### config.mk
export PLATFORM = sky130hd
export DESIGN_NAME = event_window_counter
export DESIGN_NICKNAME = d
export VERILOG_FILES = /design/src/event_window_counter_pkg.sv /design/src/event_window_counter.sv /design/src/pin_edge_sync.sv
export VERILOG_INCLUDE_DIRS = /design/src
export SDC_FILE = /design/constraint.sdc
export NUM_CORES = 1
export LEC_CHECK = 0
export BUFFER_PORTS_ARGS = -buffer_cell sky130_fd_sc_hd__clkbuf_2
export CELL_PAD_IN_SITES_DETAIL_PLACEMENT = 1
export CELL_PAD_IN_SITES_GLOBAL_PLACEMENT = 2
export CORE_ASPECT_RATIO = 0.5
export CORE_MARGIN = 5
export CORE_UTILIZATION = 33
export CTS_CLUSTER_DIAMETER = 80
export DETAILED_ROUTE_END_ITERATION = 8
export PLACE_DENSITY_LB_ADDON = 0.12
export SLEW_MARGIN = 15
export SYNTH_ARGS = -nofsm -noshare
export SYNTH_HDL_FRONTEND = slang
export SYNTH_HIERARCHICAL = 1
export SYNTH_SLANG_ARGS = --single-unit
### constraint.sdc
create_clock -name mclk -period 2 [get_ports mclk]
set_input_delay 0.1 -clock mclk [delete_from_list [all_inputs] [get_ports mclk]]
set_output_delay 0.1 -clock mclk [all_outputs]
set_load 0.01 [all_outputs]
### src/event_window_counter_consts.svh
/*
 * Constants for the 16-bit timer / event / window counter:
 * mode codes, source clock codes, field positions and reset values.
 * Assumes it is included by bare name from the package and the design files.
 */
`ifndef EVENT_WINDOW_COUNTER_CONSTS_SVH
`define EVENT_WINDOW_COUNTER_CONSTS_SVH

// Counter and compare width
`define CNT_W            16
// Byte width of one compare half
`define BYTE_W           8

// Operating mode codes
`define MODE_TIMER       2'h0
`define MODE_EVENT       2'h1
`define MODE_WINDOW      2'h2

// Source clock codes
`define SRC_HIGH_FREQ    3'h4
`define SRC_EXTERNAL     3'h7

// Lowest compare bit kept during warm-up matching
`define WARM_LSB         11

// Reset values
`define CNT_RST          16'h0000
`define CMP_RST          16'hFFFF
`define BYTE_RST         8'h00

`endif

### src/event_window_counter_pkg.sv
/*
 * Types shared by the counter design files.
 * Assumes event_window_counter_consts.svh is reachable on the include path.
 */
`include "event_window_counter_consts.svh"

package event_window_counter_pkg;

	// Whole state of the counter core
	typedef struct packed {
		logic [`CNT_W-1:0]  cnt;       // Up-counter
		logic [`CNT_W-1:0]  cmp;       // Active compare value
		logic [`BYTE_W-1:0] low_hold;  // Lower byte waiting for upper
		logic               low_pend;  // Lower byte written, upper not yet
		logic               run;       // Run control bit
		logic               irq;       // Match pulse
	} counter_state_t;

	// State of the pin synchroniser
	typedef struct packed {
		logic s1;    // First sync stage
		logic s2;    // Second sync stage
		logic s3;    // Previous synced level for edge detection
		logic rise;  // Rising edge pulse
		logic fall;  // Falling edge pulse
	} pin_sync_t;

endpackage : event_window_counter_pkg

### src/event_window_counter.sv
/*
 * 16-bit up-counter with timer, event counter and window modes,
 * byte-wise compare loading and a one-cycle match pulse.
 * Assumes internal_tick is a one-cycle pulse on mclk from the prescaler
 * for the selected internal source, and that the power state inputs
 * are synchronous to mclk.
 */
`timescale 1ns/100ps
`include "event_window_counter_consts.svh"

// Notes on behaviour
// - Three modes: timer, event, window.
// - Timer mode times oscillator warm-up.
// - Timer counts ticks; match pulses, clears.
// - Counting resumes from zero automatically.
// - Warm-up match uses upper five bits.
// - Event mode counts pin rising edges.
// - Event match pulses, clears, keeps counting.
// - Event match checked on falling edge.
// - Window counts ticks while pin high.
// - Window match pulses and clears counter.
// - No window counting in low-speed/sleep.
// - Stop entry clears run bit.
// - Compare loads lower byte then upper.
// - Old compare holds until upper written.
module event_window_counter (
	input  wire logic              mclk,                   // System clock, 125 MHz
	input  wire logic              rst,                    // Async reset, active high
	input  wire logic              counter_input_pin,      // External event or window pin
	input  wire logic              internal_tick,          // Selected internal clock pulse
	input  wire logic [1:0]        operating_mode_select,  // Mode code
	input  wire logic [2:0]        source_clock_select,    // Source clock code
	input  wire logic              run_write,              // Strobe: load run bit
	input  wire logic              run_value,              // Run bit value to load
	input  wire logic              stop_entry,             // Pulse: entering stop state
	input  wire logic              low_speed_state,        // Low-speed run state
	input  wire logic              sleep_state,            // Sleep state
	input  wire logic              lower_write,            // Strobe: lower compare byte
	input  wire logic [7:0]        compare_value_lower_byte, // Lower byte data
	input  wire logic              upper_write,            // Strobe: upper compare byte
	input  wire logic [7:0]        compare_value_upper_byte, // Upper byte data
	output logic                   run_control_bit,        // Run bit as held
	output logic [15:0]            count_value,            // Up-counter value
	output logic [15:0]            compare_value_reg,      // Active compare value
	output logic                   counter_match_irq       // One-cycle match pulse
);

	event_window_counter_pkg::counter_state_t st_q;  // Registered state
	event_window_counter_pkg::counter_state_t st_d;  // Next state

	logic pin_level;     // Synchronised pin level
	logic pin_rise;      // Synchronised rising edge
	logic pin_fall;      // Synchronised falling edge
	logic warm_case;     // High-frequency source during low-speed
	logic full_match;    // All compare bits equal
	logic warm_match;    // Upper five bits equal
	logic match;         // Match as used by the active case
	logic timer_mode;    // Timer mode selected
	logic event_mode;    // Event mode selected
	logic window_mode;   // Window mode selected
	logic window_ok;     // Window allowed in this power state
	logic count_step;    // Counter advances this cycle
	logic match_now;     // Match acted on this cycle

	////////////////////////////////////////////////////////////////////////////
	// Pin synchroniser and edge detection
	pin_edge_sync u_pin_sync (
		.mclk   (mclk),
		.rst    (rst),
		.pin_in (counter_input_pin),
		.level  (pin_level),
		.rise   (pin_rise),
		.fall   (pin_fall)
	);

	////////////////////////////////////////////////////////////////////////////
	// Mode decode and compare
	assign timer_mode  = (operating_mode_select == `MODE_TIMER);
	assign event_mode  = (operating_mode_select == `MODE_EVENT);
	assign window_mode = (operating_mode_select == `MODE_WINDOW);
	// Window gating is unreliable on the slow clock, so it is held off
	assign window_ok   = ~low_speed_state & ~sleep_state;

	assign warm_case  = timer_mode & low_speed_state
	                  & (source_clock_select == `SRC_HIGH_FREQ);
	assign full_match = (st_q.cnt == st_q.cmp);
	assign warm_match = (st_q.cnt[`CNT_W-1:`WARM_LSB] == st_q.cmp[`CNT_W-1:`WARM_LSB]);
	assign match      = warm_case ? warm_match : full_match;

	////////////////////////////////////////////////////////////////////////////
	// Count and match qualifiers per mode
	always_comb begin
		count_step = 1'b0;
		match_now  = 1'b0;
		if (st_q.run) begin
			if (timer_mode) begin
				// External source code counts pin edges in timer mode
				if (source_clock_select == `SRC_EXTERNAL) begin
					count_step = pin_rise;
				end else begin
					count_step = internal_tick;
				end
				match_now = match;
			end else if (event_mode) begin
				count_step = pin_rise;
				// Match waits for the falling edge after the count
				match_now  = pin_fall & full_match;
			end else if (window_mode && window_ok) begin
				count_step = internal_tick & pin_level;
				match_now  = full_match;
			end else begin
				// Reserved mode, or window in low-speed or sleep: hold
				count_step = 1'b0;
				match_now  = 1'b0;
			end
		end
	end

	////////////////////////////////////////////////////////////////////////////
	// Next state
	always_comb begin
		st_d     = st_q;
		st_d.irq = match_now;

		// Run bit: stop entry wins over a software write
		if (stop_entry) begin
			st_d.run = 1'b0;
		end else if (run_write) begin
			st_d.run = run_value;
		end

		// Counter: stopped clears, match clears, else step
		if (!st_q.run) begin
			st_d.cnt = `CNT_RST;
		end else if (match_now) begin
			st_d.cnt = `CNT_RST;
		end else if (count_step) begin
			st_d.cnt = st_q.cnt + `CNT_W'(1);
		end

		// Compare loading: lower then upper
		if (lower_write) begin
			st_d.low_hold = compare_value_lower_byte;
			st_d.low_pend = 1'b1;
		end
		if (upper_write) begin
			if (st_q.low_pend) begin
				st_d.cmp      = {compare_value_upper_byte, st_q.low_hold};
				st_d.low_pend = lower_write;
			end else if (warm_case) begin
				// Warm-up loads only the upper byte; lower bits are ignored
				st_d.cmp = {compare_value_upper_byte, st_q.cmp[`BYTE_W-1:0]};
			end
		end
	end

	// State register
	always_ff @(posedge mclk or posedge rst) begin
		if (rst) begin
			st_q.cnt      <= `CNT_RST;
			st_q.cmp      <= `CMP_RST;
			st_q.low_hold <= `BYTE_RST;
			st_q.low_pend <= 1'b0;
			st_q.run      <= 1'b0;
			st_q.irq      <= 1'b0;
		end else begin
			st_q <= st_d;
		end
	end

	assign run_control_bit   = st_q.run;
	assign count_value       = st_q.cnt;
	assign compare_value_reg = st_q.cmp;
	assign counter_match_irq = st_q.irq;
endmodule : event_window_counter

### src/pin_edge_sync.sv
/*
 * Two-stage synchroniser with rising and falling edge pulses.
 * Assumes the input is asynchronous to mclk and each level lasts
 * at least two mclk periods.
 */
`timescale 1ns/100ps

module pin_edge_sync (
	input  wire logic mclk,      // System clock
	input  wire logic rst,       // Async reset, active high
	input  wire logic pin_in,    // Asynchronous pin
	output logic      level,     // Synchronised level
	output logic      rise,      // One-cycle rising edge pulse
	output logic      fall       // One-cycle falling edge pulse
);

	event_window_counter_pkg::pin_sync_t st_q;  // Registered state
	event_window_counter_pkg::pin_sync_t st_d;  // Next state

	////////////////////////////////////////////////////////////////////////////
	// Next state; edges look only at stages two and three
	always_comb begin
		st_d      = st_q;
		st_d.s1   = pin_in;
		st_d.s2   = st_q.s1;
		st_d.s3   = st_q.s2;
		st_d.rise = st_q.s2 & ~st_q.s3;
		st_d.fall = ~st_q.s2 & st_q.s3;
	end

	// State register
	always_ff @(posedge mclk or posedge rst) begin
		if (rst) begin
			st_q <= '0;
		end else begin
			st_q <= st_d;
		end
	end

	assign level = st_q.s3;
	assign rise  = st_q.rise;
	assign fall  = st_q.fall;

endmodule : pin_edge_sync

## Word level (Yosys, flattened, before mapping)

Index checks and enable logic that the tools add are counted.

| operators by class | value |
|---|---|
| $add $sub $neg | 1 |
| equality and inequality tests | 7 |
| mux-type cells | 20 |
| bitwise logic cells | 11 |
| reduce and logical (&&, ||, !) cells | 6 |

Operators by type and width:

| cell | number |
|---|---|
| $mux 16 | 5 |
| $add 16x1->16 const B | 1 |
| $eq 16x16->1 | 1 |
| $mux 1 | 15 |
| $and 1x1->1 | 7 |
| $eq 3x3->1 const B | 2 |
| $eq 5x5->1 | 1 |
| $not 1->1 | 4 |
| $reduce_and 2->1 | 2 |
| $reduce_bool 2->1 | 2 |
| $ne 3x1->1 const B | 1 |
| $eq 2x1->1 const B | 1 |
| $eq 2x2->1 const B | 1 |
| $logic_not 2->1 | 1 |
| $logic_and 1x1->1 | 1 |

| storage, ports and cells | value |
|---|---|
| flip-flop bits (word level) | 48 |
| input port bits | 32 |
| output and inout bits | 34 |

## Longest topological paths before layout

| logic depth | value |
|---|---|
| word-level depth | 10 |
| mapped depth | 7 |
| depth with buffers taken out | 5 |

## Hierarchy

Netlist, hierarchy kept.

By module, submodules not included:

| module | times used | cells each | area an instance (um^2) | seq. area each (um^2) |
|---|---|---|---|---|
| event_window_counter | 1 | 210 | 2,384.8 | 1,096.1 |
| pin_edge_sync | 1 | 8 | 143.9 | 125.1 |

## Worst setup path before layout

No wires, ideal clock.

| timing path | value |
|---|---|
| kind | register to register |
| start point | reg st_q (netlist bit count_value[2]) |
| end point | reg st_q (netlist bit count_value[2]) |
| setup time | 0.118 ns |
| data arrival time | 1.564 ns |
| path slack | 0.318 ns |
| cell stages (with the launch flop) | 8 |
| path buffers | 2 |
| period minus slack after synthesis | 1.682 ns |
| cells stage by stage | dfrtp_1 clkbuf_1 xor2_1 nor4_1 nand3_1 a31oi_4 buf_6 nor2_1 |

| between the ends | value |
|---|---|
| longest elaborated chain between the ends | 7 |

Ends and longest elaborated chain:

| what | line | source |
|---|---|---|
| start, declared | event_window_counter.sv:48 | `event_window_counter_pkg::counter_state_t st_q;` |
| start signal, assigned | event_window_counter.sv:167 | `st_q <= st_d;` |
| parallel branches: the longest is 7 deep, another holds $add 16x1->16 | - |  |

Parallel ways; which one is timed is not known. The select of a mux whose other input is x is not followed.
A chain may end at the register's enable or synchronous reset.

## Worst setup path in the final report

| timing path | value |
|---|---|
| start point | reg st_q (netlist bit compare_value_reg[2]) |
| end point | reg st_q (netlist bit counter_match_irq) |

| between the ends | value |
|---|---|
| longest elaborated chain between the ends | 5 |

Ends and longest elaborated chain:

| what | line | source |
|---|---|---|
| $eq 16x16->1 * | event_window_counter.sv:86 | `assign full_match = (st_q.cnt == st_q.cmp);` |
| $mux 1 or $and 1x1->1 (tied branches) | event_window_counter.sv:108, event_window_counter.sv:107 |  |
| $mux 1 | event_window_counter.sv:104 | `end else if (event_mode) begin` |
| $mux 1 * | event_window_counter.sv:96 | `if (timer_mode) begin` |
| $mux 1 * | event_window_counter.sv:95 | `if (st_q.run) begin` |
| via match_now | event_window_counter.sv:63 | `logic match_now;` |

Mark *: on every way through the listed nets, which the timed path passes. The rest lies on a longest branch.

==> flow_summary.yaml <==
layout:
  multi_input_comb_area_um2: 1013
  drive_gt1_frac: 0.5072
  final_cell_area_um2: 3034
  layout-area-overhead-vs-synth_pct: 19.99
  final_core_area_utilization: 0.4113
  layout.nets: 308
  filler_cell_count: 826
  insertedDiodeCount: 0
  ff_latch_area_um2: 1221
clock_tree:
  cts_tree: "done"
  tritoncts_num_sinks: 48
  clockRootBuffer: "clkbuf_16"
  clk-insertion-delay-late_ns: 0.29
  clock_path_buffers: 2
  clock_tree.htree_level_count: 2
  cts.reportedPaths.clkPinSlew_ns: 0.06
  cts-buffers-inserted: 5
routing:
  final_antenna_net_count: 0
  detailed_route_vias_per_instance: 4.766
  drt_iter0_markers: 50
  vias: 1773
  route.detailed.drc: 0
  firstDrtPassIters: 4
  wire_per_inst_um: 16.68
  finalWirelength_um: 6204
floorplan:
  io_pins: 66
  design.die.area_um2: 9620
  initial_core_util: 0.3428
  die_width_um: 133.8
  core.rowCount: 22
  die_height_um: 71.90
  coreArea_um2: 7377
power_and_ir_drop:
  power_w: 0.002375
  static-leakage-power_nw: 1.404
  power_density_nw_per_um2: 782.8
  vdd_drop_max_v: 0.0003449
placed_design:
  routabilityCongestion: 0.7642
  pre_cts_ws_ns: 0.09744
  portBuffers: 65
  place.detailed.hpwl_um: 4761
  dpl_cell_area_um2: 2844
worst_setup_path:
  critPathArrivalTime_ns: 2.02
  cp_data_required_time_ns: 2.23
  timing.critical_path.fanout_max: 3
  critPathLaunchType: "flop"
  critical_path_class: "flop to flop"
  crit_path_end_kind: "flop"
yosys:
  synth_seq_cells: 48
  synthesis.instances: 218
  synthesis.area_um2: 2529
  synth-async-reset-ratio: 1.000
  yosysSeqAreaShare: 0.4829
  ys.warnings.count: 6
  count_of_flip_flops_with_a_built_in_enable_after_synthesis: 0
  syn_avg_cell_area_um2: 11.60
  synth_fp_nets: 251
  synth_ff_type: "dfrtp_1"
  post_synth_num_cell_types: 41
worst_hold_path:
  hold_path.class: "primary input to flop"
grt:
  grt_pass1_vias: 1893
  grt_start_max_net_pins: 44
  antenna_found_initial: 0
  overflow_left_after_global_routing: 0
  wire_length_of_the_first_global_routing_pass_um: 10070
  globalRouteTotalUtil: 0.1361
timing:
  rsz0062_at_grt: "false"
  maxClockFrequency_ghz: 0.5615
  final_max_slew_viols: 0
  layout_min_cycle_time_ns: 1.781
  min_period_over_period: 0.8906
  setup_tns_ns: 0
  fin_skew_ns: 0.001711
  max_slew.worst_pin.slew_ns: 0.5640
  relSlewSlack: 0.6240
  report.final.hold_viol_count: 0
  report.final.setup_viol: 0
  post-route-worst-setup-slack_ns: 0.2189
outcome:
  run_status: "finished, final reports clean"
flow_run:
  drv.max_cap_violation_count: 0
## worst max-delay path: stages, from the launching register on
cell	delay (ns)
dfstp_2	0.54
xor2_1	0.07
nor4_1	0.32
nand3_1	0.11
buf_4	0.18
a2111oi_2	0.35
buf_4	0.16
## synthesized netlist by cell type (all sizes together), types with 3 or more instances
| master | n | area share |
|---|---|---|
| buf | 35 | 0.11 |
| dfrtp | 32 | 0.32 |
| mux2 | 24 | 0.11 |
| xor2 | 21 | 0.073 |
| dfstp | 16 | 0.17 |
| nor2 | 13 | 0.022 |
| a21oi | 6 | 0.012 |
| o21ai | 6 | 0.013 |
| nand3 | 5 | 0.0099 |
| nand4 | 5 | 0.012 |
| or3 | 5 | 0.014 |
| xnor2 | 5 | 0.017 |
| inv | 4 | 0.0059 |
| nand2 | 4 | 0.0059 |
| o2111ai | 4 | 0.014 |
| o211ai | 4 | 0.012 |
| clkbuf | 3 | 0.0045 |
| nor3 | 3 | 0.0059 |
| nor4 | 3 | 0.0074 |
## report_power, final
part | internal (W) | switching [W]
Combinational | 0.000185 | 0.000172
Sequential | 0.00110 | 0.0000684
Clock | 0.000499 | 0.000355
Total | 0.00178 | 0.000596
## worst paths after layout
kind / startpoint / to / slack [ns] / depth (start not counted)
max in group asynchronous: rst / compare_value_reg[0] / 1.12 / 4
min: upper_write / st_q[2] / 0.02 / 2
max: compare_value_reg[2] / counter_match_irq / 0.22 / 6
max reg2reg: compare_value_reg[2] / counter_match_irq / 0.22 / 6
min reg2reg: u_pin_sync/st_d[3] / u_pin_sync/st_d[2] / 0.36 / 0
min in group asynchronous: rst / u_pin_sync/st_d[3] / 0.25 / 3
## through the flow
| stage | std cells | hold WS (ns) |
|---|---|---|
| after floorplan | 218 | -0.1215 |
| after global placement | 360 | -0.0006247 |
| after detailed placement | 360 | 0.01081 |
| after CTS | 371 | 0.01327 |
| after global routing | 372 | 0.02471 |
| final | 372 | 0.02325 |
## routing by layer
layer | track usage | share of wire | vias up
li1 | - | - | 850
met1 | 0.1782 | 0.48 | 874
met2 | 0.2057 | 0.44 | 42
met3 | 0.05471 | 0.070 | 7
met4 | 0.04789 | 0.013 | 0
met5 | 0 | 0 | -
## logic make-up (layout without fill, tap and decap cells)
| kind of cell | after synthesis | after routing | synth area share |
|---|---|---|---|
| flip-flops | 48 | 48 | 0.4829 |
| AND/OR/NAND/NOR | 48 | 48 | 0.1069 |
| buffers and inverters | 42 | 100 | 0.1187 |
| AO/OA/AOI/OAI | 28 | 28 | 0.08560 |
| XOR/XNOR | 26 | 26 | 0.09006 |
| multiplexers | 25 | 25 | 0.1108 |
| adder cells (fa/ha/maj) | 1 | 1 | 0.004947 |
## layout by cell type (no fill, tap or decap), types with 4 or more instances in the layout
cell       netlist  layout
a21oi_1          6       6
buf_4           32      19
clkbuf_16        0       5
clkbuf_2         0      65
dfrtp_1         32      32
dfstp_2         16      16
mux2_2          24      24
nand2_1          4       4
nand3_1          5       5
nand4_1          5       5
nor2_1          12      12
o2111ai_1        4       4
o211ai_1         4       4
o21ai_0          5       5
or3_1            4       4
xnor2_1          5       5
xor2_1          21      21
## final cells by class
| class | instances | area share |
|---|---|---|
| flip-flops and latches | 48 | 0.4025 |
| well taps | 96 | 0.03959 |
| clock buffers | 8 | 0.04825 |
| repair buffers | 88 | 0.1707 |
| inverters | 4 | 0.004948 |
| multi-input cells | 128 | 0.3340 |
## repair_timing
action | 4_1_cts | 5_1_grt
hold endpoints to repair | 34 | 0
setup buffers | 0 | 1
endpoints found under the setup margin | 0 | 1
gates resized for setup | 0 | 2
hold buffers | 3 | 0
No activity file was read; power rests on OpenSTA's default activity.
